==> src/mlwcd_pkg.sv <==
/*
 * Shared constants for the LIN writing-frame command decoder: timing, frame
 * layout, command codes, register map and the dual-move state type.
 * Assumes a single 100 MHz device clock.
 */
package mlwcd_pkg;
	// Clock and lost-communication timing
	localparam int CLK_FREQ_MHZ = 100;
	localparam int LOST_TIME_US = 1000;
	localparam int LOST_CYCLES  = LOST_TIME_US * CLK_FREQ_MHZ;

	// Frame buffer geometry: identifier, up to eight data bytes, checksum
	localparam int         MAX_BYTES    = 10;
	localparam logic [3:0] MIN_BYTES    = 4'h3;
	localparam logic [3:0] GP_BYTES     = 4'h4;
	localparam logic [3:0] EXT_BYTES    = 4'ha;
	localparam int         B_ID         = 0;
	localparam int         B_D1         = 1;
	localparam int         B_D2         = 2;
	localparam int         B_D3         = 3;
	localparam int         B_D4         = 4;
	localparam int         B_D5         = 5;
	localparam int         B_D6         = 6;
	localparam int         B_D7         = 7;
	localparam int         B_D8         = 8;
	localparam int         CMD_BIT      = 7;

	// Fixed identifiers and markers
	localparam logic [5:0] EXT_ID       = 6'h3c;
	localparam logic [7:0] EXT_MARKER   = 8'h80;
	localparam logic [5:0] GP2_ID_RST   = 6'h00;
	localparam logic [7:0] CSUM_GOOD    = 8'hff;

	// Command codes
	localparam logic [6:0] CMD_RESET_POS = 7'h06;
	localparam logic [6:0] CMD_RUN       = 7'h17;
	localparam logic [6:0] CMD_DUAL      = 7'h08;
	localparam logic [6:0] CMD_STALL     = 7'h16;
	localparam logic [6:0] CMD_MOTOR     = 7'h09;
	localparam logic [6:0] CMD_FUSE      = 7'h10;
	localparam logic [6:0] CMD_ABS       = 7'h0b;

	// Fixed bit patterns inside command frames
	localparam logic [7:0] MOTOR_ONES   = 8'ha2;
	localparam logic [4:0] FUSE_ONES    = 5'h1f;
	localparam logic [7:0] FUSE_FILL    = 8'hff;

	// Register map (byte addresses) and fields
	localparam logic [7:0] REG_CTRL     = 8'h00;
	localparam logic [7:0] REG_STATUS   = 8'h04;
	localparam int         ST_RUN       = 0;
	localparam int         ST_DUAL      = 1;
	localparam int         ST_REFDONE   = 2;
	localparam int         ST_LOST      = 3;
	localparam int         ST_FRAMEERR  = 4;

	// Dual-speed move sequence
	typedef enum logic [1:0] {
		DUAL_IDLE   = 2'b00,
		DUAL_FIRST  = 2'b01,
		DUAL_SECOND = 2'b11
	} mlwcd_dual_t;
endpackage

==> src/mlwcd_decoder.sv <==
/*
 * Decoder for LIN writing frames of a stepper positioning slave. Frames come
 * in as a byte stream from the data-link layer, are checked, decoded and
 * turned into motion, parameter and fuse-programming outputs.
 * Assumes: byte stream and node address on clk_i; lin_rx_i is the raw pin;
 * the motion controller pulses motion_done_i when a move ends.
 */
// Our own choices: the Wishbone interface to the registers and the register addresses.
`timescale 1ns/1ps
`default_nettype none

// How it works
// - Broadcast reset clears present and goal positions
// - Continuous-run command enters continuous motion state
// - Continuous run ignores rotation-sense bit
// - Bus silence in run starts fallback motion
// - Run command from two-byte frame, bit7 set
// - Byte two: low broadcast select, node address
// - Extended frames: id 0x3C, marker, command, address
// - Dual move: speed nibbles, two positions MSB first
// - First leg both speeds, second low only
// - Second position relative to first leg end
// - Dual move completion sets reference-done
// - Dual move cannot be aborted by positioning
// - Stall command loads stall and motor parameters
// - Stall last byte split into five fields
// - Motor command loads parameters and fallback position
// - Motor last byte needs ones at 7,5,1
// - Motor parameters apply at once, mid-motion
// - Fuse command writes byte at 3-bit index
// - Broadcast fuse or parameter write hits every node
// - Absolute move dropped when priority logic rejects
// - Signed 16-bit absolute target per motor
module mlwcd_decoder #(
	parameter int LOST_CYCLES = mlwcd_pkg::LOST_CYCLES
) (
	// Clock and reset
	input  wire logic               clk_i,
	input  wire logic               rst_i,
	// Wishbone slave
	input  wire logic               wb_cyc_i,
	input  wire logic               wb_stb_i,
	input  wire logic               wb_we_i,
	input  wire logic [7:0]         wb_adr_i,
	input  wire logic [31:0]        wb_dat_i,
	input  wire logic [3:0]         wb_sel_i,
	output logic [31:0]             wb_dat_o,
	output logic                    wb_ack_o,
	// Received frame byte stream
	input  wire logic               frame_start_i,
	input  wire logic               byte_valid_i,
	input  wire logic [7:0]         byte_i,
	input  wire logic               frame_end_i,
	input  wire logic               lin_rx_i,
	// Node and motion controller state
	input  wire logic [6:0]         node_addr_i,
	input  wire logic               motion_done_i,
	input  wire logic signed [15:0] present_position_i,
	// Motion commands
	output logic                    pos_clear_o,
	output logic                    target_load_o,
	output logic signed [15:0]      target_o,
	output logic [3:0]              move_vmax_o,
	output logic [3:0]              move_vmin_o,
	output logic                    run_mode_o,
	output logic                    shaft_eff_o,
	output logic                    fallback_start_o,
	output logic                    reference_done_o,
	// Parameter RAM
	output logic                    param_write_o,
	output logic [3:0]              run_current_o,
	output logic [3:0]              hold_current_o,
	output logic [3:0]              vmax_o,
	output logic [3:0]              vmin_o,
	output logic [3:0]              acc_o,
	output logic [2:0]              stall_samples_o,
	output logic [3:0]              stall_abs_thr_o,
	output logic [3:0]              stall_delta_thr_o,
	output logic [2:0]              fullstep_stall_en_o,
	output logic                    ramp_profile_o,
	output logic [1:0]              step_res_o,
	output logic                    full_duty_stall_en_o,
	output logic                    pwm_jitter_en_o,
	output logic                    chop_freq_o,
	output logic [10:0]             safe_pos_o,
	// Fuse memory
	output logic                    fuse_write_o,
	output logic [2:0]              fuse_index_o,
	output logic [7:0]              fuse_data_o
);

	// Addressed when broadcast select is low or address matches
	function automatic logic hit_f(input logic broad, input logic [6:0] adr,
	                               input logic [6:0] own);
		hit_f = !broad || (adr == own);
	endfunction

	// Classic checksum: carry-add over data and checksum bytes gives all ones
	function automatic logic csum_ok_f(input logic [7:0] b [0:9], input logic [3:0] n);
		logic [8:0] s;
		s = '0;
		for (int i = 1; i < mlwcd_pkg::MAX_BYTES; i++) begin
			if (4'(i) < n) begin
				s = {1'b0, s[7:0]} + {1'b0, b[i]} + {8'h00, s[8]};
			end
		end
		s = {1'b0, s[7:0]} + {8'h00, s[8]};
		csum_ok_f = (s[7:0] == mlwcd_pkg::CSUM_GOOD);
	endfunction

	logic [7:0]            buf_r [0:9];
	logic [3:0]            cnt_r;
	logic                  ovf_r;
	logic                  rx_s1_r, rx_s2_r, rx_s3_r;
	logic [31:0]           lost_cnt_r;
	logic [5:0]            gp2_id_r;
	logic                  lost_r, ferr_r;
	mlwcd_pkg::mlwcd_dual_t dual_r;
	logic                  shaft_cfg_r;
	logic signed [15:0]    second_offset_r;

	// Frame checks
	wire [7:0]  idb       = buf_r[mlwcd_pkg::B_ID];
	wire [5:0]  id6       = idb[5:0];
	wire        p0        = idb[0] ^ idb[1] ^ idb[2] ^ idb[4];
	wire        p1        = !(idb[1] ^ idb[3] ^ idb[4] ^ idb[5]);
	wire        parity_ok = (idb[6] == p0) && (idb[7] == p1);
	wire        csum_ok   = csum_ok_f(buf_r, cnt_r);
	wire        frame_ok  = frame_end_i && !ovf_r && (cnt_r >= mlwcd_pkg::MIN_BYTES)
	                        && parity_ok && csum_ok;
	wire        frame_bad = frame_end_i && !frame_ok;

	// Two-byte general-purpose frame decode
	// command only from data byte one
	wire        gp_frm   = frame_ok && (id6 == gp2_id_r) && (cnt_r == mlwcd_pkg::GP_BYTES)
	                       && buf_r[mlwcd_pkg::B_D1][mlwcd_pkg::CMD_BIT];
	wire [6:0]  gp_cmd   = buf_r[mlwcd_pkg::B_D1][6:0];
	wire        gp_hit   = hit_f(buf_r[mlwcd_pkg::B_D2][7], buf_r[mlwcd_pkg::B_D2][6:0],
	                             node_addr_i);

	// Extended 0x3C frame decode
	// fixed id, marker, command, address
	wire        ext_frm  = frame_ok && (id6 == mlwcd_pkg::EXT_ID)
	                       && (cnt_r == mlwcd_pkg::EXT_BYTES)
	                       && (buf_r[mlwcd_pkg::B_D1] == mlwcd_pkg::EXT_MARKER)
	                       && buf_r[mlwcd_pkg::B_D2][mlwcd_pkg::CMD_BIT];
	wire [6:0]  ext_cmd  = buf_r[mlwcd_pkg::B_D2][6:0];
	wire        ext_hit  = hit_f(buf_r[mlwcd_pkg::B_D3][7], buf_r[mlwcd_pkg::B_D3][6:0],
	                             node_addr_i);
	wire [7:0]  d4 = buf_r[mlwcd_pkg::B_D4];
	wire [7:0]  d5 = buf_r[mlwcd_pkg::B_D5];
	wire [7:0]  d6 = buf_r[mlwcd_pkg::B_D6];
	wire [7:0]  d7 = buf_r[mlwcd_pkg::B_D7];
	wire [7:0]  d8 = buf_r[mlwcd_pkg::B_D8];
	wire        dual_busy = (dual_r != mlwcd_pkg::DUAL_IDLE);

	// Accepted commands
	// reset position on broadcast or match
	wire acc_reset = gp_frm && (gp_cmd == mlwcd_pkg::CMD_RESET_POS) && gp_hit && !dual_busy;
	wire acc_run   = gp_frm && (gp_cmd == mlwcd_pkg::CMD_RUN) && gp_hit && !dual_busy;
	wire acc_dual  = ext_frm && (ext_cmd == mlwcd_pkg::CMD_DUAL) && ext_hit && !dual_busy;
	wire acc_stall = ext_frm && (ext_cmd == mlwcd_pkg::CMD_STALL) && ext_hit;
	wire acc_motor = ext_frm && (ext_cmd == mlwcd_pkg::CMD_MOTOR) && ext_hit
	                 && ((d8 & mlwcd_pkg::MOTOR_ONES) == mlwcd_pkg::MOTOR_ONES);
	// index ones and fill bytes checked
	wire acc_fuse  = ext_frm && (ext_cmd == mlwcd_pkg::CMD_FUSE) && ext_hit
	                 && (d4[7:3] == mlwcd_pkg::FUSE_ONES) && (d6 == mlwcd_pkg::FUSE_FILL)
	                 && (d7 == mlwcd_pkg::FUSE_FILL) && (d8 == mlwcd_pkg::FUSE_FILL);
	wire abs_hit1  = (buf_r[mlwcd_pkg::B_D3][6:0] == node_addr_i);
	wire abs_hit2  = (d6[6:0] == node_addr_i);
	wire abs_frm   = ext_frm && (ext_cmd == mlwcd_pkg::CMD_ABS) && (abs_hit1 || abs_hit2);
	// no positioning while dual move runs
	wire acc_abs   = abs_frm && !dual_busy;
	wire signed [15:0] abs_target = abs_hit1 ? {d4, d5} : {d7, d8};

	// Dual move sequence next values
	// second leg relative to first end
	wire signed [15:0] sec_target = present_position_i + second_offset_r;
	wire first_done  = (dual_r == mlwcd_pkg::DUAL_FIRST) && motion_done_i;
	wire second_done = (dual_r == mlwcd_pkg::DUAL_SECOND) && motion_done_i;

	// Pin synchroniser and activity detect
	wire activity    = (rx_s2_r ^ rx_s3_r) || frame_start_i;
	// silence during run means lost link
	wire lost_hit    = run_mode_o && !activity && (lost_cnt_r == 32'(LOST_CYCLES - 1));

	// Wishbone decode
	wire        wb_req   = wb_cyc_i && wb_stb_i && !wb_ack_o;
	// Writes commit at the edge that sees ack, when the master ends the cycle
	wire        wb_fin   = wb_cyc_i && wb_stb_i && wb_ack_o && wb_we_i && wb_sel_i[0];
	wire        wr_ctrl  = wb_fin && (wb_adr_i == mlwcd_pkg::REG_CTRL);
	wire        wr_stat  = wb_fin
	                       && (wb_adr_i == mlwcd_pkg::REG_STATUS);
	wire [4:0]  status   = {ferr_r, lost_r, reference_done_o, dual_busy, run_mode_o};
	wire [31:0] rd_data  = (wb_adr_i == mlwcd_pkg::REG_CTRL)   ? {26'h0, gp2_id_r} :
	                       (wb_adr_i == mlwcd_pkg::REG_STATUS) ? {27'h0, status}   : 32'h0;

	// Frame byte capture; bytes past the buffer mark the frame as overrun
	always_ff @(posedge clk_i) begin
		if (rst_i || frame_start_i) begin
			cnt_r <= 4'h0;
			ovf_r <= 1'b0;
		end else if (byte_valid_i) begin
			if (cnt_r == mlwcd_pkg::EXT_BYTES) begin
				ovf_r <= 1'b1;
			end else begin
				buf_r[cnt_r] <= byte_i;
				cnt_r        <= cnt_r + 4'h1;
			end
		end
	end

	// Two-flop synchroniser plus edge history for the raw pin
	always_ff @(posedge clk_i) begin
		if (rst_i) begin
			rx_s1_r <= 1'b1;
			rx_s2_r <= 1'b1;
			rx_s3_r <= 1'b1;
		end else begin
			rx_s1_r <= lin_rx_i;
			rx_s2_r <= rx_s1_r;
			rx_s3_r <= rx_s2_r;
		end
	end

	// Bus silence timer, running only in continuous run
	// timer restarts on any activity
	always_ff @(posedge clk_i) begin
		if (rst_i || !run_mode_o || activity || lost_hit) begin
			lost_cnt_r <= 32'h0;
		end else begin
			lost_cnt_r <= lost_cnt_r + 32'h1;
		end
	end

	// Continuous run mode, fallback start and shaft gating
	always_ff @(posedge clk_i) begin
		if (rst_i) begin
			run_mode_o       <= 1'b0;
			fallback_start_o <= 1'b0;
			shaft_eff_o      <= 1'b0;
		end else begin
			fallback_start_o <= lost_hit;
			// run until lost link or new move
			if (lost_hit || acc_abs || acc_dual) begin
				run_mode_o <= 1'b0;
			end else if (acc_run) begin
				run_mode_o <= 1'b1;
			end
			shaft_eff_o <= (acc_run || (run_mode_o && !lost_hit && !acc_abs && !acc_dual))
			               ? 1'b0 : shaft_cfg_r;
		end
	end

	// Dual-speed sequence and target loading
	always_ff @(posedge clk_i) begin
		if (rst_i) begin
			dual_r        <= mlwcd_pkg::DUAL_IDLE;
			target_o      <= '0;
			target_load_o <= 1'b0;
			move_vmax_o   <= 4'h0;
			move_vmin_o   <= 4'h0;
			second_offset_r        <= '0;
		end else begin
			target_load_o <= 1'b0;
			unique case (dual_r)
				mlwcd_pkg::DUAL_IDLE: begin
					if (acc_dual) begin
						dual_r        <= mlwcd_pkg::DUAL_FIRST;
						target_o      <= {d5, d6};
						second_offset_r        <= {d7, d8};
						move_vmax_o   <= d4[7:4];
						move_vmin_o   <= d4[3:0];
						target_load_o <= 1'b1;
					end else if (acc_abs) begin
						target_o      <= abs_target;
						move_vmax_o   <= vmax_o;
						move_vmin_o   <= vmin_o;
						target_load_o <= 1'b1;
					end
				end
				mlwcd_pkg::DUAL_FIRST: begin
					// second leg at low speed only
					if (first_done) begin
						dual_r        <= mlwcd_pkg::DUAL_SECOND;
						target_o      <= sec_target;
						move_vmax_o   <= move_vmin_o;
						target_load_o <= 1'b1;
					end
				end
				mlwcd_pkg::DUAL_SECOND: begin
					if (second_done) begin
						dual_r <= mlwcd_pkg::DUAL_IDLE;
					end
				end
				default: begin
					dual_r <= mlwcd_pkg::DUAL_IDLE;
				end
			endcase
		end
	end

	// Position clear, reference flag and fuse write
	always_ff @(posedge clk_i) begin
		if (rst_i) begin
			pos_clear_o      <= 1'b0;
			reference_done_o <= 1'b0;
			fuse_write_o     <= 1'b0;
			fuse_index_o     <= 3'h0;
			fuse_data_o      <= 8'h00;
		end else begin
			pos_clear_o  <= acc_reset;
			fuse_write_o <= acc_fuse;
			// set on completion or position reset, set beats clear
			if (second_done || acc_reset) begin
				reference_done_o <= 1'b1;
			end else if (wr_stat && wb_dat_i[mlwcd_pkg::ST_REFDONE]) begin
				reference_done_o <= 1'b0;
			end
			// index from low bits, data byte five
			if (acc_fuse) begin
				fuse_index_o <= d4[2:0];
				fuse_data_o  <= d5;
			end
		end
	end

	// Parameter RAM image, updated at once even mid-motion
	always_ff @(posedge clk_i) begin
		if (rst_i) begin
			param_write_o        <= 1'b0;
			{run_current_o, hold_current_o, vmax_o, vmin_o, acc_o} <= '0;
			{stall_samples_o, stall_abs_thr_o, stall_delta_thr_o}  <= '0;
			{fullstep_stall_en_o, ramp_profile_o, step_res_o}      <= '0;
			{full_duty_stall_en_o, pwm_jitter_en_o, chop_freq_o}   <= '0;
			safe_pos_o           <= 11'h000;
			shaft_cfg_r          <= 1'b0;
		end else begin
			// new values reach the running move
			param_write_o <= acc_stall || acc_motor;
			if (acc_stall || acc_motor) begin
				run_current_o  <= d4[7:4];
				hold_current_o <= d4[3:0];
				vmax_o         <= d5[7:4];
				vmin_o         <= d5[3:0];
				shaft_cfg_r    <= d6[4];
				acc_o          <= d6[3:0];
				ramp_profile_o <= d8[4];
				pwm_jitter_en_o <= d8[0];
			end
			// last byte split high to low
			if (acc_stall) begin
				stall_samples_o      <= d6[7:5];
				stall_abs_thr_o      <= d7[7:4];
				stall_delta_thr_o    <= d7[3:0];
				fullstep_stall_en_o  <= d8[7:5];
				step_res_o           <= d8[3:2];
				full_duty_stall_en_o <= d8[1];
			end
			if (acc_motor) begin
				safe_pos_o  <= {d6[7:5], d7};
				chop_freq_o <= d8[6];
				step_res_o  <= d8[3:2];
			end
		end
	end

	// Sticky status flags and control register; events win over clears
	always_ff @(posedge clk_i) begin
		if (rst_i) begin
			gp2_id_r <= mlwcd_pkg::GP2_ID_RST;
			lost_r   <= 1'b0;
			ferr_r   <= 1'b0;
		end else begin
			if (wr_ctrl) begin
				gp2_id_r <= wb_dat_i[5:0];
			end
			if (lost_hit) begin
				lost_r <= 1'b1;
			end else if (wr_stat && wb_dat_i[mlwcd_pkg::ST_LOST]) begin
				lost_r <= 1'b0;
			end
			if (frame_bad) begin
				ferr_r <= 1'b1;
			end else if (wr_stat && wb_dat_i[mlwcd_pkg::ST_FRAMEERR]) begin
				ferr_r <= 1'b0;
			end
		end
	end

	// Wishbone answer: one wait state, ack for one cycle
	always_ff @(posedge clk_i) begin
		if (rst_i) begin
			wb_ack_o <= 1'b0;
			wb_dat_o <= 32'h0;
		end else begin
			wb_ack_o <= wb_req;
			wb_dat_o <= wb_req ? rd_data : 32'h0;
		end
	end

	// Checks on the decoder's own outputs
	property p_reset_clears;
		@(posedge clk_i) disable iff (rst_i) acc_reset |=> pos_clear_o && reference_done_o;
	endproperty
	a_reset_clears: assert property (p_reset_clears) else $error("reset position lost");
	property p_run_enter;
		@(posedge clk_i) disable iff (rst_i) acc_run && !lost_hit |=> run_mode_o;
	endproperty
	a_run_enter: assert property (p_run_enter) else $error("run mode not entered");
	property p_run_shaft;
		@(posedge clk_i) disable iff (rst_i) run_mode_o |-> !shaft_eff_o;
	endproperty
	a_run_shaft: assert property (p_run_shaft) else $error("shaft used in run mode");
	property p_lost;
		@(posedge clk_i) disable iff (rst_i) lost_hit |=> fallback_start_o && !run_mode_o
			##1 !fallback_start_o;
	endproperty
	a_lost: assert property (p_lost) else $error("fallback not started once");
	property p_dual_load;
		@(posedge clk_i) disable iff (rst_i) acc_dual |=> target_load_o
			&& target_o == $past({d5, d6}) && move_vmax_o == $past(d4[7:4]);
	endproperty
	a_dual_load: assert property (p_dual_load) else $error("dual move fields wrong");
	property p_second_speed;
		@(posedge clk_i) disable iff (rst_i) dual_r == mlwcd_pkg::DUAL_SECOND
			|-> move_vmax_o == move_vmin_o;
	endproperty
	a_second_speed: assert property (p_second_speed) else $error("second leg speed wrong");
	property p_refdone;
		@(posedge clk_i) disable iff (rst_i) second_done |=> reference_done_o && !dual_busy;
	endproperty
	a_refdone: assert property (p_refdone) else $error("reference done not set");
	property p_no_abort;
		@(posedge clk_i) disable iff (rst_i) abs_frm && dual_busy && !motion_done_i
			|=> !target_load_o;
	endproperty
	a_no_abort: assert property (p_no_abort) else $error("dual move aborted");
	property p_motor_ones;
		@(posedge clk_i) disable iff (rst_i) ext_frm && ext_cmd == mlwcd_pkg::CMD_MOTOR
			&& (d8 & mlwcd_pkg::MOTOR_ONES) != mlwcd_pkg::MOTOR_ONES |=> !param_write_o;
	endproperty
	a_motor_ones: assert property (p_motor_ones) else $error("bad motor frame taken");
	property p_bad_frame;
		@(posedge clk_i) disable iff (rst_i) frame_bad && !motion_done_i
			|=> !(target_load_o || param_write_o || fuse_write_o || pos_clear_o);
	endproperty
	a_bad_frame: assert property (p_bad_frame) else $error("bad frame executed");
	c_run: cover property (@(posedge clk_i) disable iff (rst_i) acc_run);
	c_dual: cover property (@(posedge clk_i) disable iff (rst_i) second_done);
	c_fuse: cover property (@(posedge clk_i) disable iff (rst_i) acc_fuse);
	c_lost: cover property (@(posedge clk_i) disable iff (rst_i) lost_hit);

endmodule

`default_nettype wire

==> config.mk <==
export PLATFORM = sky130hd
export DESIGN_NAME = mlwcd_decoder
export DESIGN_NICKNAME = d
export VERILOG_FILES = /design/src/mlwcd_pkg.sv /design/src/mlwcd_decoder.sv
export SDC_FILE = /design/constraint.sdc
export NUM_CORES = 1
export LEC_CHECK = 0
export BUFFER_PORTS_ARGS = -buffer_cell sky130_fd_sc_hd__buf_2
export CORE_ASPECT_RATIO = 1.2
export CORE_UTILIZATION = 59
export DETAILED_ROUTE_END_ITERATION = 16
export GPL_TIMING_DRIVEN = 0
export PLACE_DENSITY = 0.93
export REMOVE_ABC_BUFFERS = 1
export SLEW_MARGIN = 10
export SYNTH_ARGS = -nofsm -noshare
export SYNTH_HDL_FRONTEND = slang
export SYNTH_SLANG_ARGS = --single-unit
==> constraint.sdc <==
create_clock -name clk_i -period 25.3 [get_ports clk_i]
set_input_delay 1.265 -clock clk_i [delete_from_list [all_inputs] [get_ports clk_i]]
set_output_delay 1.265 -clock clk_i [all_outputs]
set_load 0.03 [all_outputs]
* Yosys cells after proc, flatten, opt, wreduce, memory -nomap -nowiden
Cells that the tools add are included.
W data, S select, Z words.
** Word-level totals
- Bits of input ports :: 85
- Register bits :: 274
- Output and inout port bits :: 127
** Operators by class
- Equal/unequal tests :: 31
- Muxes and demuxes :: 41
- $add $sub $neg :: 20
- Magnitude comparators :: 12
- Bitwise operators :: 11
- Reductions and logical operators :: 99
** Operator list (count)
- $bwmux W80 :: 1
- $add A8 B8 Y9 :: 8
- $mux W9 :: 8
- $mux W16 :: 4
- $add A9 B1 Y9 :: 7
- $logic_and A1 B1 Y1 :: 54
- $eq A8 B8 Y1 const B :: 5
- $add A32 B1 Y32 const B :: 1
- $demux W8 S4 :: 1
- $eq A32 B17 Y1 const B :: 1
- $pmux W16 S2 :: 1
- $eq A7 B4 Y1 const B :: 3
- $eq A7 B5 Y1 const B :: 3
- $eq A7 B7 Y1 :: 3
- $mux W4 :: 5
- $add A16 B16 Y16 :: 1
- $lt A3 B4 Y1 const A :: 4
- $mux W8 :: 2
- $reduce_bool A2 Y1 :: 7
- $logic_or A1 B1 Y1 :: 13
- $logic_not A1 Y1 :: 12
- $mux W2 :: 5
- $add A9 B1 Y9 const B :: 1
- $mux W1 :: 9
- 35 further kinds :: 55

* Logic depth before layout (Yosys ltp)
Gate-level depths: netlist of run 1.
- Depth in word-level cells :: 41
- Gate-level depth with buffers :: 89

* Worst setup path before layout of run 1
No wires, ideal clock.
- Kind :: register to register
- Start :: register cnt_r[3]
- End :: register move_vmax_o[0]
- Slack :: 7.054 ns
- Arrival :: 18.128 ns
- Cell stages (with the launch flop) :: 87
- Required time :: 25.183 ns
- Cells stage by stage :: dfxtp_1 > buf_4 > or3_1 > buf_2 > and2_1 > ha_1 > clkbuf_1 > or2_2 > a21oi_1 > a211oi_1 > o21ai_0 > a21boi_0 > o21ai_0 > inv_1 > fa_1 > fa_1 > nand3_1 > a21oi_1 > [51 not listed] > a21o_1 > a21oi_1 > nor2b_1 > nor2_1 > nor2_1 > o21ai_0 > nand2b_1 > a21oi_1 > o21ai_0 > ha_1 > ha_1 > or3_1 > o211ai_1 > o2111ai_4 > buf_6 > o31a_1 > buf_4 > a32o_1
** Between the ends
- Cells in the longest elaborated chain, start to end :: 38
- Elaborated cells between the ends (all ways) :: 55
- Classes of those cells :: add/sub (17); order compare (10); eq/ne (3); mux (11); reduce/logical (14)
** Ends and longest elaborated chain
- from (decl) :: RTL line mlwcd_decoder.sv:112 : logic [3:0] cnt_r;
- from (signal assigned) :: RTL line mlwcd_decoder.sv:208 : cnt_r <= cnt_r + 4'h1;
- $lt A1 B4 Y1 :: RTL line mlwcd_decoder.sv:103 : if (4'(i) < n) begin
- $mux W8 :: RTL line mlwcd_decoder.sv:103
- $add A8 B8 Y9 :: RTL line mlwcd_decoder.sv:104 : s = {1'b0, s[7:0]} + {1'b0, b[i]} + {8'h00, s[8]};
- $add A9 B1 Y9 :: RTL line mlwcd_decoder.sv:104
- $mux W9 :: RTL line mlwcd_decoder.sv:103
- $add A8 B8 Y9 :: RTL line mlwcd_decoder.sv:104
- $add A9 B1 Y9 :: RTL line mlwcd_decoder.sv:104
- $mux W9 :: RTL line mlwcd_decoder.sv:103
- [21 not listed]
- $logic_and A1 B1 Y1 :: RTL line mlwcd_decoder.sv:143 : wire ext_frm = frame_ok && (id6 == mlwcd_pkg::EXT_ID)
- $logic_and A1 B1 Y1 (*) :: RTL line mlwcd_decoder.sv:144 : && (cnt_r == mlwcd_pkg::EXT_BYTES)
- $logic_and A1 B1 Y1 (*) :: RTL line mlwcd_decoder.sv:145 : && (buf_r[mlwcd_pkg::B_D1] == mlwcd_pkg::EXT_MARKER)
- $logic_and A1 B1 Y1 (*) :: RTL line mlwcd_decoder.sv:146 : && buf_r[mlwcd_pkg::B_D2][mlwcd_pkg::CMD_BIT];
- $logic_and A1 B1 Y1 (on tied branches) (2 in a row) :: RTL line mlwcd_decoder.sv:161, mlwcd_decoder.sv:171
- $logic_and A1 B1 Y1 (on tied branches) :: RTL line mlwcd_decoder.sv:161, mlwcd_decoder.sv:173
- $ne A3 B3 Y1 (no source line) / $mux W4 (equally long branches)
- $reduce_and A3 Y1 (no source line) / $pmux W4 S2 (equally long branches)
- to (signal assigned) :: RTL line mlwcd_decoder.sv:272 : move_vmax_o <= d4[7:4];
- to (signal assigned) :: RTL line mlwcd_decoder.sv:277 : move_vmax_o <= vmax_o;
- to (signal assigned) :: RTL line mlwcd_decoder.sv:287 : move_vmax_o <= move_vmin_o;
- to (decl) :: RTL line mlwcd_decoder.sv:63 : output logic [3:0] move_vmax_o,
Every way passes the cells marked *; elsewhere a longest branch is shown, timed or not.
A chain may end at the register's enable or synchronous reset.

* Final worst setup path of run 1
- Start :: register cnt_r[1]
- End :: register target_o[9]
** Between the ends
- Cells in the longest elaborated chain, start to end :: 38
- Elaborated cells between the ends (all ways) :: 55
- Classes of those cells :: add/sub (17); order compare (10); eq/ne (3); mux (11); reduce/logical (14)
** Ends and longest elaborated chain
- $lt A1 B4 Y1 :: RTL line mlwcd_decoder.sv:103
- $mux W8 :: RTL line mlwcd_decoder.sv:103
- $add A8 B8 Y9 :: RTL line mlwcd_decoder.sv:104
- $add A9 B1 Y9 :: RTL line mlwcd_decoder.sv:104
- $mux W9 :: RTL line mlwcd_decoder.sv:103
- $add A8 B8 Y9 :: RTL line mlwcd_decoder.sv:104
- $add A9 B1 Y9 :: RTL line mlwcd_decoder.sv:104
- $mux W9 :: RTL line mlwcd_decoder.sv:103
- [21 not listed]
- $logic_and A1 B1 Y1 :: RTL line mlwcd_decoder.sv:143
- $logic_and A1 B1 Y1 (*) :: RTL line mlwcd_decoder.sv:144
- $logic_and A1 B1 Y1 (*) :: RTL line mlwcd_decoder.sv:145
- $logic_and A1 B1 Y1 (*) :: RTL line mlwcd_decoder.sv:146
- $logic_and A1 B1 Y1 (on tied branches) (2 in a row) :: RTL line mlwcd_decoder.sv:161, mlwcd_decoder.sv:171
- $logic_and A1 B1 Y1 (on tied branches) :: RTL line mlwcd_decoder.sv:161, mlwcd_decoder.sv:173
- $ne A3 B3 Y1 (no source line) / $mux W16 (equally long branches)
- $reduce_and A3 Y1 (no source line) / $pmux W16 S2 (equally long branches)
- to (signal assigned) :: RTL line mlwcd_decoder.sv:270 : target_o <= {d5, d6};
- to (signal assigned) :: RTL line mlwcd_decoder.sv:276 : target_o <= abs_target;
- to (signal assigned) :: RTL line mlwcd_decoder.sv:286 : target_o <= sec_target;
- to (decl) :: RTL line mlwcd_decoder.sv:62 : output logic signed [15:0] target_o,
Marks and branches as above.

==> flow_summary.html, run 1 <==
<table>
<tr><th>Metric</th><th>Value</th></tr>
<tr><th colspan="2">Outcome</th></tr>
<tr><td>Status</td><td>finished, final reports clean</td></tr>
<tr><th colspan="2">Power</th></tr>
<tr><td>Clock power share</td><td>44.6%</td></tr>
<tr><td>Flop pwr share</td><td>50.6%</td></tr>
<tr><td>Cell-internal power</td><td>624 µW</td></tr>
<tr><td>Power per standard cell area</td><td>48.1 nW/µm²</td></tr>
<tr><td>Maximum vdd ir drop</td><td>0.0444 mV</td></tr>
<tr><td>Overall power consumption</td><td>815 µW</td></tr>
<tr><td>Net switching power</td><td>192 µW</td></tr>
<tr><td>Switching share of total power</td><td>23.5%</td></tr>
<tr><td>Proportion of power drawn by combinational gates</td><td>4.8%</td></tr>
<tr><td>Leakage power figure</td><td>0.00692 µW</td></tr>
<tr><th colspan="2">Die</th></tr>
<tr><td>Die Span X</td><td>149 µm</td></tr>
<tr><td>Height of the die</td><td>179 µm</td></tr>
<tr><td>Placeable Area</td><td>25,500 µm²</td></tr>
<tr><td># rows</td><td>64</td></tr>
<tr><td>Initial Utilization</td><td>60.1%</td></tr>
<tr><td>Total Die Area</td><td>26,700 µm²</td></tr>
<tr><td>I/O Pins</td><td>212</td></tr>
<tr><th colspan="2">Drt</th></tr>
<tr><td>Detailed-route DRC error count</td><td>0</td></tr>
<tr><td>Overall via count from detail_route</td><td>14,100</td></tr>
<tr><td>Vias/cell</td><td>6.53</td></tr>
<tr><td>Number of search-and-repair iterations in the first detailed-routing pass</td><td>8</td></tr>
<tr><td>Total Routed Length</td><td>48,500 µm</td></tr>
<tr><td>Antenna viol nets, final</td><td>0</td></tr>
<tr><td>First DRT Iteration DRCs</td><td>1,397</td></tr>
<tr><td>Wirelength per Cell</td><td>22.5 µm</td></tr>
<tr><th colspan="2">Clock tree</th></tr>
<tr><td># Post-CTS Setup Buffers</td><td>0</td></tr>
<tr><td>Clock-pin transition on the worst setup and hold timing paths</td><td>60 ps</td></tr>
<tr><td>Clock latency on the worst-skew pair</td><td>560 ps</td></tr>
<tr><td>Number of H-tree levels</td><td>1</td></tr>
<tr><td>Max Root-Sink Buffers</td><td>3</td></tr>
<tr><td>Post-cts sizing count</td><td>0</td></tr>
<tr><td>Hold Buf Count CTS</td><td>0</td></tr>
<tr><td>Count of clock tree sinks</td><td>248</td></tr>
<tr><td>Number of buffers created by CTS</td><td>25</td></tr>
<tr><td>Clock tree from TritonCTS</td><td>yes</td></tr>
<tr><td>Cell at the root of the clock tree</td><td>sky130_fd_sc_hd__clkbuf_16</td></tr>
<tr><th colspan="2">Global routing</th></tr>
<tr><td>Via count of the first global-routing pass</td><td>13,200</td></tr>
<tr><td>Pin count of the biggest net entering global routing</td><td>87</td></tr>
<tr><td>Initial antenna violation count</td><td>1</td></tr>
<tr><td>Global-route wire length before repair</td><td>73,200 µm</td></tr>
<tr><td>GRT overflow</td><td>0</td></tr>
<tr><td>Overall Global Routing Usage</td><td>35.9%</td></tr>
<tr><th colspan="2">Placed design</th></tr>
<tr><td>Port bufs</td><td>156</td></tr>
<tr><td>Final GP Congestion</td><td>1.00</td></tr>
<tr><td>Estimated wirelength of the detail-placed design</td><td>35,000 µm</td></tr>
<tr><th colspan="2">Yosys</th></tr>
<tr><td>Top flip-flop cell by instance count after synthesis</td><td>sky130_fd_sc_hd__dfxtp_1</td></tr>
<tr><td>Portion of the post-synthesis area used by sequential elements</td><td>37.6%</td></tr>
<tr><td>Async set-or-reset flop fraction in the synthesized netlist</td><td>0%</td></tr>
<tr><td>Post-synthesis cell type count</td><td>91</td></tr>
<tr><td>Average cell area after synthesis</td><td>9.01 µm²</td></tr>
<tr><td>Top cells by count, synth</td><td>sky130_fd_sc_hd__nor2_1 (183), sky130_fd_sc_hd__dfxtp_1 (168), sky130_fd_sc_hd__nand2_1 (158)</td></tr>
<tr><td>Largest area contributor in the netlist</td><td>sky130_fd_sc_hd__dfxtp_1</td></tr>
<tr><td>Synth top area share</td><td>21.9%</td></tr>
<tr><td>Summed instance area of the synthesized netlist</td><td>15,400 µm²</td></tr>
<tr><td>Cell types occupying the most area after synthesis</td><td>sky130_fd_sc_hd__dfxtp_1 (22%), sky130_fd_sc_hd__edfxtp_1 (16%), sky130_fd_sc_hd__ha_1 (6.4%)</td></tr>
<tr><td>Number of flip-flops and latches in the synthesized netlist</td><td>248</td></tr>
<tr><td>Top-count cell post-synth</td><td>sky130_fd_sc_hd__nor2_1</td></tr>
<tr><td>EDFF count, synth</td><td>80</td></tr>
<tr><td>Mapped Cells</td><td>1,704</td></tr>
<tr><td>Yosys warning count</td><td>0</td></tr>
<tr><th colspan="2">Timing</th></tr>
<tr><td>Slew HR</td><td>22.7%</td></tr>
<tr><td>Count of pins over their slew limit</td><td>0</td></tr>
<tr><td>Final Cycle Share</td><td>90.3%</td></tr>
<tr><td>Worst hold slack across all endpoints</td><td>414 ps</td></tr>
<tr><td>Maximum clock frequency</td><td>43.8 MHz</td></tr>
<tr><td>Final setup violating endpoints</td><td>0</td></tr>
<tr><td>Skew final</td><td>20.2 ps</td></tr>
<tr><td>RSZ-0062 raised after global routing</td><td>false</td></tr>
<tr><td>Final min period</td><td>22,850 ps</td></tr>
<tr><td>Hold Violations, Final</td><td>0</td></tr>
<tr><td>Total Negative Setup Slacks</td><td>0 ps</td></tr>
<tr><td>Slew at the pin closest to its max-slew limit</td><td>1160 ps</td></tr>
<tr><th colspan="2">Finish</th></tr>
<tr><td>Post-route core utilization</td><td>66.4%</td></tr>
<tr><td>Post-layout nets</td><td>1,984</td></tr>
<tr><td>Register Area</td><td>5770 µm²</td></tr>
<tr><td>Total area of multi-input combinational cells</td><td>8920 µm²</td></tr>
<tr><td># diodes</td><td>0</td></tr>
<tr><td>Share of post-route cells with drive strength above 1</td><td>15.4%</td></tr>
<tr><td>Fill cell total of the finished layout</td><td>2,013</td></tr>
<tr><td>Area Growth Syn to Fin</td><td>10.4%</td></tr>
<tr><th colspan="2">Critical path</th></tr>
<tr><td>Cell mode on critical path</td><td>sky130_fd_sc_hd__fa_1</td></tr>
<tr><td>Largest fanout on the critical path</td><td>27</td></tr>
<tr><td>Arrival time of the worst setup path</td><td>23,310 ps</td></tr>
<tr><td>Kind of launch point of the worst setup path</td><td>register</td></tr>
<tr><td>Master of the slowest instance on the critical path</td><td>sky130_fd_sc_hd__nor3_4</td></tr>
<tr><td>Required @ worst endpoint</td><td>25,750 ps</td></tr>
<tr><td>Stage delay of the slowest cell on the critical path</td><td>890 ps</td></tr>
<tr><td>Type of the worst setup path</td><td>register to register</td></tr>
<tr><td>Endpoint class of the critical path</td><td>register</td></tr>
<tr><th colspan="2">Flow run</th></tr>
<tr><td>Max-Cap Viols</td><td>0</td></tr>
<tr><th colspan="2">Hold path</th></tr>
<tr><td>Path type of the worst min-delay path</td><td>register to register</td></tr>
</table>
through the flow:
step / cells / area [µm²] / worst slack (ps)
finish: 2154 / 17000 / 2450
global route: 2154 / 17000 / 1260
CTS: 2154 / 17000 / 2850
detailed placement: 2108 / 16200 / 2920
global placement: 2101 / 16000 / 919
floorplan: 1615 / 14800 / 5300
state kept, by name, summed over array words and instances, names as in the netlist, 6 cells and up:
signal and cells:
fuse_data_o 8, gp2_id_r 6, idb 8, second_offset_r 16, d6 8, d4 8
safe_pos_o 11, target_o 16, buf_r 32, d7 8, d8 8, lost_cnt_r 32
d5 8, wb_dat_o 6
layout by cell type, fill, tap and decap left out, drive strengths merged, types with 35 or more instances in the layout:
cell / n
ha: 79
dfxtp: 168
nor2: 185
buf: 163
clkbuf: 35
a21oi: 116
inv: 44
o21ai: 78
xnor2: 53
edfxtp: 80
xor2: 52
nand2: 158
nand3: 63
mux2i: 46
layer usage:
layer,track usage (%),wire (µm),share of wire [%],vias to the layer above
met1,43.8,18600,38,6675
li1,-,-,-,6380
met4,22.5,3070,6.3,2
met5,0,10,0.021,-
met2,59.7,22800,47,803
met3,5.27,4020,8.3,201
area by class of cell:
cell class              instances  share of cell area (%)
flip-flops and latches        248                    34.0
clock inverters                11                   0.443
multi-input cells            1326                    52.6
inverters                      41                   0.908
clock buffers                  35                    4.24
repair buffers                163                    5.35
well taps                     330                    2.44
worst paths after layout:
check,start,to,slack (ps),depth (start not counted)
min reg2reg,rx_s1_r,rx_s2_r,410,1
min,rx_s1_r,rx_s2_r,410,1
max,cnt_r[1],target_o[9],2450,84
max reg2reg,cnt_r[1],target_o[9],2450,84
worst max-delay path: cells and delay by family, from the launching register on:
family                     cells  cell delay (ps)
buffers and inverters          3              420
and+or+nand+nor               20             4410
DFF                            1              650
AOI/OAI and AO/OA             44             9950
adders and majority gates     17             7310
logic make-up after synthesis:
family	count (synthesis)	synth area share [%]
fa+ha+maj	95	8.46
buf+inv	155	5.17
simple gates	625	20.1
xor+xnor	105	5.99
compound gates	405	18.0
other cells	1	0.0244
mux	70	4.76
flops	248	37.6
power groups by stage:
stage / sequential [µW] / clock [µW] / combinational [µW]
6_report: 412 / 363 / 39.5
3_5_place_dp: 421 / 0 / 38.4
2_1_floorplan: 421 / 0 / 20.7
5_1_grt: 412 / 381 / 42.1
3_3_place_gp: 421 / 0 / 36.9
4_1_cts: 412 / 364 / 38.7
Power figures use the tool's default switching activity.
==> run 2, diff against run 1 <==
--- a/config.mk
+++ b/config.mk
@@ -12,7 +12,7 @@
 export GPL_TIMING_DRIVEN = 0
 export PLACE_DENSITY = 0.93
 export REMOVE_ABC_BUFFERS = 1
-export SLEW_MARGIN = 10
+export SLEW_MARGIN = 15
 export SYNTH_ARGS = -nofsm -noshare
 export SYNTH_HDL_FRONTEND = slang
 export SYNTH_SLANG_ARGS = --single-unit
==> constraint.sdc (replaced) <==
create_clock -name clk_i -period 25.3 [get_ports clk_i]
set_input_delay 1.265 -clock clk_i [delete_from_list [all_inputs] [get_ports clk_i]]
set_output_delay 1.265 -clock clk_i [all_outputs]
set_load 0.005 [all_outputs]
==> run 2 against run 1 <==
Against the previous run: worst hold slack improved by 1.0 ps; combinational power is 11% lower; routed wire length is 0.18% higher; clock power is 10% higher; power grew 3.9%; sequential power is essentially flat; fmax increased by 0.59%; clock skew is 12 ps higher; die area stayed put; via count is 0.61% lower; critical endpoint unchanged; cell area is 0.71% higher; sequential share of layout area down 0.24 points.
==> flow_summary.html, run 2 (synthesis gave the netlist of run 1 again) <==
<table>
<tr><th>Metric</th><th>Value</th></tr>
<tr><th colspan="2">Outcome</th></tr>
<tr><td>Status</td><td>finished, final reports clean</td></tr>
<tr><th colspan="2">Critical path</th></tr>
<tr><td>Master of the slowest instance on the critical path</td><td>sky130_fd_sc_hd__o31ai_4</td></tr>
<tr><td>Arrival time of the worst setup path</td><td>23,160 ps (-150 ps)</td></tr>
<tr><td>Endpoint class of the critical path</td><td>register</td></tr>
<tr><td>Cell mode on critical path</td><td>sky130_fd_sc_hd__fa_1</td></tr>
<tr><td>Kind of launch point of the worst setup path</td><td>register</td></tr>
<tr><td>Required @ worst endpoint</td><td>25,740 ps (about the same)</td></tr>
<tr><td>Largest fanout on the critical path</td><td>30 (+11%)</td></tr>
<tr><td>Type of the worst setup path</td><td>register to register</td></tr>
<tr><td>Stage delay of the slowest cell on the critical path</td><td>1160 ps (+270 ps)</td></tr>
<tr><th colspan="2">Finish</th></tr>
<tr><td>Regs by FF count</td><td>buf_r: 32 flops, lost_cnt_r: 32 flops</td></tr>
<tr><td>Area Growth Syn to Fin</td><td>11.2%</td></tr>
<tr><td>Share of post-route cells with drive strength above 1</td><td>15.8% (+0.36 points)</td></tr>
<tr><td>Leading cell type in the layout, fill and taps excluded</td><td>sky130_fd_sc_hd__nor2_1</td></tr>
<tr><td># diodes</td><td>0 (unchanged)</td></tr>
<tr><td>Top library cells by usage in the layout, fill and taps aside</td><td>sky130_fd_sc_hd__nor2_1 (182), sky130_fd_sc_hd__dfxtp_1 (166), sky130_fd_sc_hd__nand2_1 (158)</td></tr>
<tr><td>Post-layout nets</td><td>1,986 (+0.10%)</td></tr>
<tr><th colspan="2">Die</th></tr>
<tr><td>Die Span X</td><td>149 µm (unchanged)</td></tr>
<tr><td>Placeable Area</td><td>25,500 µm² (unchanged)</td></tr>
<tr><td>I/O Pins</td><td>212 (unchanged)</td></tr>
<tr><td># rows</td><td>64 (unchanged)</td></tr>
<tr><td>Height of the die</td><td>179 µm (unchanged)</td></tr>
<tr><td>Initial Utilization</td><td>60.1% (unchanged)</td></tr>
<tr><td>Total Die Area</td><td>26,700 µm² (unchanged)</td></tr>
<tr><th colspan="2">Timing</th></tr>
<tr><td>RSZ-0062 raised after global routing</td><td>false</td></tr>
<tr><td>Slew HR</td><td>19.2% (-3.5 points)</td></tr>
<tr><td>Count of pins over their slew limit</td><td>0 (unchanged)</td></tr>
<tr><td>Final setup violating endpoints</td><td>0 (unchanged)</td></tr>
<tr><td>Hold Violations, Final</td><td>0 (unchanged)</td></tr>
<tr><td>Slew at the pin closest to its max-slew limit</td><td>1210 ps (+52.6 ps)</td></tr>
<tr><td>Total Negative Setup Slacks</td><td>0 ps (unchanged)</td></tr>
<tr><td>Final Cycle Share</td><td>89.8% (-0.53 points)</td></tr>
<tr><td>Skew final</td><td>32.2 ps (+12.0 ps)</td></tr>
<tr><td>Final min period</td><td>22,720 ps (-135 ps)</td></tr>
<tr><td>Worst hold slack across all endpoints</td><td>415 ps (+1.00 ps)</td></tr>
<tr><td>Maximum clock frequency</td><td>44.0 MHz (+0.59%)</td></tr>
<tr><th colspan="2">Drt</th></tr>
<tr><td>Vias/cell</td><td>6.48 (-0.75%)</td></tr>
<tr><td>Antenna viol nets, final</td><td>0 (unchanged)</td></tr>
<tr><td>Number of search-and-repair iterations in the first detailed-routing pass</td><td>5 (-3)</td></tr>
<tr><td>Overall via count from detail_route</td><td>14,000 (-0.61%)</td></tr>
<tr><td>Wirelength per Cell</td><td>22.5 µm (about the same)</td></tr>
<tr><td>First DRT Iteration DRCs</td><td>1,137 (-19%)</td></tr>
<tr><td>Detailed-route DRC error count</td><td>0 (unchanged)</td></tr>
<tr><td>Total Routed Length</td><td>48,600 µm (+0.18%)</td></tr>
<tr><th colspan="2">Global routing</th></tr>
<tr><td>Via count of the first global-routing pass</td><td>13,400 (+0.94%)</td></tr>
<tr><td>Initial antenna violation count</td><td>0 (-1)</td></tr>
<tr><td>Pin count of the biggest net entering global routing</td><td>81 (-6.9%)</td></tr>
<tr><td>GRT overflow</td><td>0 (unchanged)</td></tr>
<tr><td>Global-route wire length before repair</td><td>73,600 µm (+0.61%)</td></tr>
<tr><td>Overall Global Routing Usage</td><td>36.1% (+0.14 points)</td></tr>
<tr><th colspan="2">Clock tree</th></tr>
<tr><td>Count of clock tree sinks</td><td>248 (unchanged)</td></tr>
<tr><td>Clock latency on the worst-skew pair</td><td>560 ps (about the same)</td></tr>
<tr><td>Max Root-Sink Buffers</td><td>3 (unchanged)</td></tr>
<tr><td>Clock tree from TritonCTS</td><td>yes</td></tr>
<tr><td>Post-cts sizing count</td><td>0 (unchanged)</td></tr>
<tr><td>Number of H-tree levels</td><td>1 (unchanged)</td></tr>
<tr><td>Cell at the root of the clock tree</td><td>sky130_fd_sc_hd__clkbuf_16</td></tr>
<tr><td>Clock-pin transition on the worst setup and hold timing paths</td><td>60 ps (about the same)</td></tr>
<tr><td>Hold Buf Count CTS</td><td>0 (unchanged)</td></tr>
<tr><td># Post-CTS Setup Buffers</td><td>0 (unchanged)</td></tr>
<tr><td>Number of buffers created by CTS</td><td>26 (+4.0%)</td></tr>
<tr><th colspan="2">Hold path</th></tr>
<tr><td>Path type of the worst min-delay path</td><td>register to register</td></tr>
<tr><th colspan="2">Flow run</th></tr>
<tr><td>Max-Cap Viols</td><td>0 (unchanged)</td></tr>
<tr><th colspan="2">Placed design</th></tr>
<tr><td>Port bufs</td><td>156 (unchanged)</td></tr>
<tr><td>Estimated wirelength of the detail-placed design</td><td>35,100 µm (+0.35%)</td></tr>
<tr><td>Final GP Congestion</td><td>1.00 (unchanged)</td></tr>
<tr><th colspan="2">Power</th></tr>
<tr><td>Maximum vdd ir drop</td><td>0.0648 mV (+46%)</td></tr>
<tr><td>Power per standard cell area</td><td>49.6 nW/µm² (+3.2%)</td></tr>
<tr><td>Leakage power figure</td><td>0.00697 µW (+0.72%)</td></tr>
</table>
==> run 2: where the power goes <==
group | leakage (µW) | switching (µW) | internal (µW)
Clock | 0.000438 | 169 | 231
Combinational | 0.00446 | 23.1 | 12.2
Sequential | 0.00207 | 1.10 | 411
Total | 0.00697 | 193 | 654
==> run 2: layout make-up <==
cell class	count	area, µm²
Clock buffer	30	697
Inverter	41	154
Clock inverter	18	201
Sequential cell	248	5770
Tap cell	330	413
Fill cell	2000	8470
Multi-Input combinational cell	1326	8920
Timing Repair Buffer	164	922
==> run 2: stage by stage <==
stage	setup WS (ps)	utilization, %	cells	area [µm²]	power, µW
2_1_floorplan	5300	-	1615	14800	437
3_3_place_gp	919	62.6	2101	16000	454
3_5_place_dp	3000	63.3	2109	16200	455
4_1_cts	2900	66.8	2157	17100	846
5_1_grt	1390	66.8	2157	17100	867
6_report	2580	66.8	2157	17100	847
==> run 2: worst paths after layout <==
kind                            startpoint  slack [ps]  depth (start not counted)          end
worst max register to register    cnt_r[1]        2580                         84  target_o[9]
worst min-delay path               rx_s1_r         410                          1      rx_s2_r
worst min register to register     rx_s1_r         410                          1      rx_s2_r
worst max-delay path              cnt_r[1]        2580                         84  target_o[9]
==> run 2: worst max-delay path: cells and delay by family (launching register included) <==
family | cells | cell delay, ps
compound gates | 44 | 10550
fa+ha+maj | 17 | 7280
buf+inv | 3 | 420
flops | 1 | 640
simple gates | 20 | 3680
==> run 2: per-layer routing <==
| metal | wire [µm] | track usage (%) | up-vias | share of wire, % |
|---|---|---|---|---|
| met1 | 18500 | 43.5 | 6603 | 38 |
| met2 | 22700 | 59.6 | 790 | 47 |
| met4 | 3380 | 23.6 | 0 | 7.0 |
| met5 | 0 | 0 | - | 0 |
| li1 | - | - | 6380 | - |
| met3 | 4000 | 5.98 | 202 | 8.2 |
==> run 3, diff against run 2 <==
--- a/config.mk
+++ b/config.mk
@@ -5,12 +5,13 @@
 export SDC_FILE = /design/constraint.sdc
 export NUM_CORES = 1
 export LEC_CHECK = 0
-export BUFFER_PORTS_ARGS = -buffer_cell sky130_fd_sc_hd__buf_2
+export BUFFER_PORTS_ARGS = -buffer_cell sky130_fd_sc_hd__buf_4
 export CORE_ASPECT_RATIO = 1.2
-export CORE_UTILIZATION = 59
+export CORE_UTILIZATION = 60
+export CTS_BUF_LIST = sky130_fd_sc_hd__clkbuf_4 sky130_fd_sc_hd__clkbuf_8
 export DETAILED_ROUTE_END_ITERATION = 16
 export GPL_TIMING_DRIVEN = 0
-export PLACE_DENSITY = 0.93
+export PLACE_DENSITY = 0.94
 export REMOVE_ABC_BUFFERS = 1
 export SLEW_MARGIN = 15
 export SYNTH_ARGS = -nofsm -noshare
==> run 3 against run 2 <==
Against the previous run: sequential share of layout area shrank 0.65 points; final cell count up 1.0%; global-route usage is 0.66 points higher; fmax shrank 0.12%; highest routed layer unchanged; sequential power hardly changed; combinational power is 6.2% higher; first-iteration DRC count grew 20%; core utilization grew 3.0 points; cell area rose by 2.0%.
==> flow_summary.html, run 3 (synthesis gave the netlist of run 1 again) <==
<table>
<tr><th>Metric</th><th>Value</th></tr>
<tr><th colspan="2">Outcome</th></tr>
<tr><td>Status</td><td>finished, final reports clean</td></tr>
<tr><th colspan="2">Timing</th></tr>
<tr><td>Slew HR</td><td>22.1% (+2.9 points)</td></tr>
<tr><td>RSZ-0062 raised after global routing</td><td>false</td></tr>
<tr><td>Maximum clock frequency</td><td>44.0 MHz (-0.12%)</td></tr>
<tr><td>Skew final</td><td>43.0 ps (+10.8 ps)</td></tr>
<tr><td>Final worst setup slack</td><td>2550 ps (-27.2 ps)</td></tr>
<tr><td>Worst hold slack across all endpoints</td><td>418 ps (+3.55 ps)</td></tr>
<tr><td>Total Negative Setup Slacks</td><td>0 ps (unchanged)</td></tr>
<tr><td>Count of pins over their slew limit</td><td>0 (unchanged)</td></tr>
<tr><td>Final setup violating endpoints</td><td>0 (unchanged)</td></tr>
<tr><td>Hold Violations, Final</td><td>0 (unchanged)</td></tr>
<tr><td>Slew at the pin closest to its max-slew limit</td><td>1160 ps (-52.2 ps)</td></tr>
<tr><td>Final min period</td><td>22,750 ps (+27.2 ps)</td></tr>
<tr><td>Final Cycle Share</td><td>89.9% (+0.11 points)</td></tr>
<tr><th colspan="2">Critical path</th></tr>
<tr><td>Reg2reg setup slack</td><td>2550 ps (-30 ps)</td></tr>
<tr><td>CP Depth</td><td>86 (+2.4%)</td></tr>
<tr><td>Required @ worst endpoint</td><td>25,770 ps (+30 ps)</td></tr>
<tr><td>Cell mode on critical path</td><td>sky130_fd_sc_hd__fa_1</td></tr>
<tr><td>Buffers plus inverters on the worst setup path</td><td>5 (+2)</td></tr>
<tr><td>Endpoint of the worst-slack reg-to-reg timing path</td><td>target_o[7]</td></tr>
<tr><td>Launch instance of the worst register-to-register path</td><td>cnt_r[1]</td></tr>
<tr><td>Crit. Startpoint</td><td>cnt_r[1]</td></tr>
<tr><td>Stage delay of the slowest cell on the critical path</td><td>690 ps (-470 ps)</td></tr>
<tr><td>Timing endpoint of the critical path</td><td>target_o[7]</td></tr>
<tr><td>Type of the worst setup path</td><td>register to register</td></tr>
<tr><td>Largest fanout on the critical path</td><td>27 (-10%)</td></tr>
<tr><td>Cell family contributing the most delay on the critical path</td><td>compound AO/OA/AOI/OAI gates</td></tr>
<tr><td>Arrival time of the worst setup path</td><td>23,210 ps (+50 ps)</td></tr>
<tr><td>Master of the slowest instance on the critical path</td><td>sky130_fd_sc_hd__dfxtp_1</td></tr>
<tr><td>Endpoint class of the critical path</td><td>register</td></tr>
<tr><td>Length in cells of the worst reg-to-reg path</td><td>86 (+2.4%)</td></tr>
<tr><td>Kind of launch point of the worst setup path</td><td>register</td></tr>
<tr><th colspan="2">Placed design</th></tr>
<tr><td>Estimated wirelength of the detail-placed design</td><td>34,500 µm (-1.9%)</td></tr>
<tr><td>Number of placed instances, taps included</td><td>2,102 (-0.33%)</td></tr>
<tr><td>Setup Slack @ Placement</td><td>3240 ps (+238 ps)</td></tr>
<tr><td>Cell area reported after detailed placement</td><td>16,500 µm² (+2.1%)</td></tr>
<tr><td>Port bufs</td><td>156 (unchanged)</td></tr>
<tr><td>Final GP Congestion</td><td>1.03 (+2.7%)</td></tr>
<tr><th colspan="2">Drt</th></tr>
<tr><td>Detailed-route DRC error count</td><td>0 (unchanged)</td></tr>
<tr><td>First DRT Iteration DRCs</td><td>1,360 (+20%)</td></tr>
<tr><td>Vias/cell</td><td>6.61 (+2.0%)</td></tr>
<tr><td>Wirelength per Cell</td><td>22.3 µm (-0.85%)</td></tr>
<tr><td>Total Routed Length</td><td>48,600 µm (+0.16%)</td></tr>
<tr><td>Overall via count from detail_route</td><td>14,400 (+3.0%)</td></tr>
<tr><td>Number of search-and-repair iterations in the first detailed-routing pass</td><td>6 (+1)</td></tr>
<tr><td>Antenna viol nets, final</td><td>0 (unchanged)</td></tr>
<tr><th colspan="2">Finish</th></tr>
<tr><td>Fill cell total of the finished layout</td><td>1,863 (-6.9%)</td></tr>
<tr><td># diodes</td><td>0 (unchanged)</td></tr>
<tr><td>Top library cells by usage in the layout, fill and taps aside</td><td>sky130_fd_sc_hd__nor2_1 (182), sky130_fd_sc_hd__dfxtp_1 (166), sky130_fd_sc_hd__nand2_1 (158)</td></tr>
<tr><td>Register Area</td><td>5770 µm² (unchanged)</td></tr>
<tr><td>Area Growth Syn to Fin</td><td>13.4%</td></tr>
<tr><td>Final std cell area, no fill</td><td>17,400 µm² (+2.0%)</td></tr>
<tr><td>Total area of multi-input combinational cells</td><td>8910 µm² (about the same)</td></tr>
<tr><td>Leading cell type in the layout, fill and taps excluded</td><td>sky130_fd_sc_hd__nor2_1</td></tr>
<tr><td>Post-layout nets</td><td>2,000 (+0.70%)</td></tr>
<tr><td>Regs by FF count</td><td>buf_r: 32 flops, lost_cnt_r: 32 flops</td></tr>
<tr><td>Share of post-route cells with drive strength above 1</td><td>16.8% (+1.1 points)</td></tr>
<tr><td>Non-filler instance count after layout</td><td>2,179 (+1.0%)</td></tr>
<tr><th colspan="2">Die</th></tr>
<tr><td>Die Span X</td><td>148 µm (-0.82%)</td></tr>
<tr><td># rows</td><td>63 (-1.6%)</td></tr>
<tr><td>Initial Utilization</td><td>61.6% (+1.5 points)</td></tr>
<tr><td>Height of the die</td><td>177 µm (-0.83%)</td></tr>
<tr><td>Placeable Area</td><td>24,900 µm² (-2.5%)</td></tr>
<tr><td>Total Die Area</td><td>26,200 µm² (-1.6%)</td></tr>
<tr><td>I/O Pins</td><td>212 (unchanged)</td></tr>
<tr><th colspan="2">Global routing</th></tr>
<tr><td>Met1 Use GR</td><td>44.1% (+0.66 points)</td></tr>
<tr><td>Met3 track utilization from global routing</td><td>6.31% (+0.33 points)</td></tr>
<tr><td>Initial antenna violation count</td><td>0 (unchanged)</td></tr>
<tr><td>Pin count of the biggest net entering global routing</td><td>121 (+49%)</td></tr>
<tr><td>Via count of the first global-routing pass</td><td>13,700 (+2.7%)</td></tr>
<tr><td>Global-route wire length before repair</td><td>74,600 µm (+1.4%)</td></tr>
<tr><td>Grt peak-use layer</td><td>met2</td></tr>
<tr><td>M2 GR Usage</td><td>60.2% (+0.68 points)</td></tr>
<tr><td>Overall Global Routing Usage</td><td>36.8% (+0.66 points)</td></tr>
<tr><td>GRT overflow</td><td>0 (unchanged)</td></tr>
<tr><th colspan="2">Clock tree</th></tr>
<tr><td># Post-CTS Setup Buffers</td><td>0 (unchanged)</td></tr>
<tr><td>Hold Buf Count CTS</td><td>0 (unchanged)</td></tr>
<tr><td>Number of buffers created by CTS</td><td>41 (+58%)</td></tr>
<tr><td>Clock-pin transition on the worst setup and hold timing paths</td><td>60 ps (about the same)</td></tr>
<tr><td>Max Root-Sink Buffers</td><td>3 (unchanged)</td></tr>
<tr><td>Clock tree from TritonCTS</td><td>yes</td></tr>
<tr><td>Cell at the root of the clock tree</td><td>sky130_fd_sc_hd__clkbuf_8</td></tr>
<tr><td>Count of clock tree sinks</td><td>248 (unchanged)</td></tr>
<tr><td>Post-cts sizing count</td><td>0 (unchanged)</td></tr>
<tr><td>Clock latency on the worst-skew pair</td><td>570 ps (about the same)</td></tr>
<tr><td>Number of H-tree levels</td><td>2 (+1)</td></tr>
<tr><th colspan="2">Hold path</th></tr>
<tr><td>Path type of the worst min-delay path</td><td>register to register</td></tr>
<tr><th colspan="2">Power</th></tr>
<tr><td>Cell-internal power</td><td>638 µW (-2.4%)</td></tr>
<tr><td>Flop pwr share</td><td>49.6% (+0.9 points)</td></tr>
<tr><td>Maximum vdd ir drop</td><td>0.0394 mV (-39%)</td></tr>
<tr><td>Clock power share</td><td>45.9% (-1.3 points)</td></tr>
<tr><td>Proportion of power drawn by combinational gates</td><td>4.5% (+0.3 points)</td></tr>
<tr><td>Switching share of total power</td><td>23.2% (+0.44 points)</td></tr>
<tr><td>Net switching power</td><td>193 µW (about the same)</td></tr>
<tr><td>Leakage power figure</td><td>0.00702 µW (+0.69%)</td></tr>
<tr><td>Power per standard cell area</td><td>47.8 nW/µm² (-3.8%)</td></tr>
<tr><th colspan="2">Flow run</th></tr>
<tr><td>Max-Cap Viols</td><td>0 (unchanged)</td></tr>
</table>
run 3: worst min path at each step:
stage,startpoint,slack (ps),cells past startpoint,to
after floorplan,rx_s1_r,390,1,rx_s2_r
after global placement,rx_s1_r,400,1,rx_s2_r
after detailed placement,rx_s1_r,400,1,rx_s2_r
after CTS,rx_s1_r,420,1,rx_s2_r
after global routing,rx_s1_r,440,1,rx_s2_r
final,rx_s1_r,420,1,rx_s2_r
run 3: metrics by stage:
stage / utilization (%) / total power [µW]
3_5_place_dp: 66.3 / 457
5_1_grt: 69.9 / 851
3_3_place_gp: 65.8 / 456
2_1_floorplan: - / 437
4_1_cts: 69.8 / 831
6_report: 69.9 / 831
run 3: metal layers:
| layer | vias up | routed length [µm] |
|---|---|---|
| met5 | - | 0 |
| met4 | 0 | 3500 |
| met3 | 233 | 4560 |
| met2 | 884 | 22600 |
| met1 | 6863 | 18000 |
| li1 | 6416 | - |
run 3: cell type report:
cell class,instances,share of cell area [%]
multi-input combinational,1326,51.2
tap,325,2.34
clock buffer,57,4.04
inverter,41,0.884
timing repair buffer,163,7.37
sequential,248,33.1
clock inverter,19,1.03
run 3: power by group through the flow:
| stage | clock [µW] | combinational [µW] | sequential (µW) |
|---|---|---|---|
| 2_1_floorplan | 0 | 16.5 | 421 |
| 3_3_place_gp | 0 | 35.2 | 421 |
| 3_5_place_dp | 0 | 36.2 | 421 |
| 4_1_cts | 382 | 36.4 | 412 |
| 5_1_grt | 399 | 39.8 | 412 |
| 6_report | 381 | 37.5 | 413 |
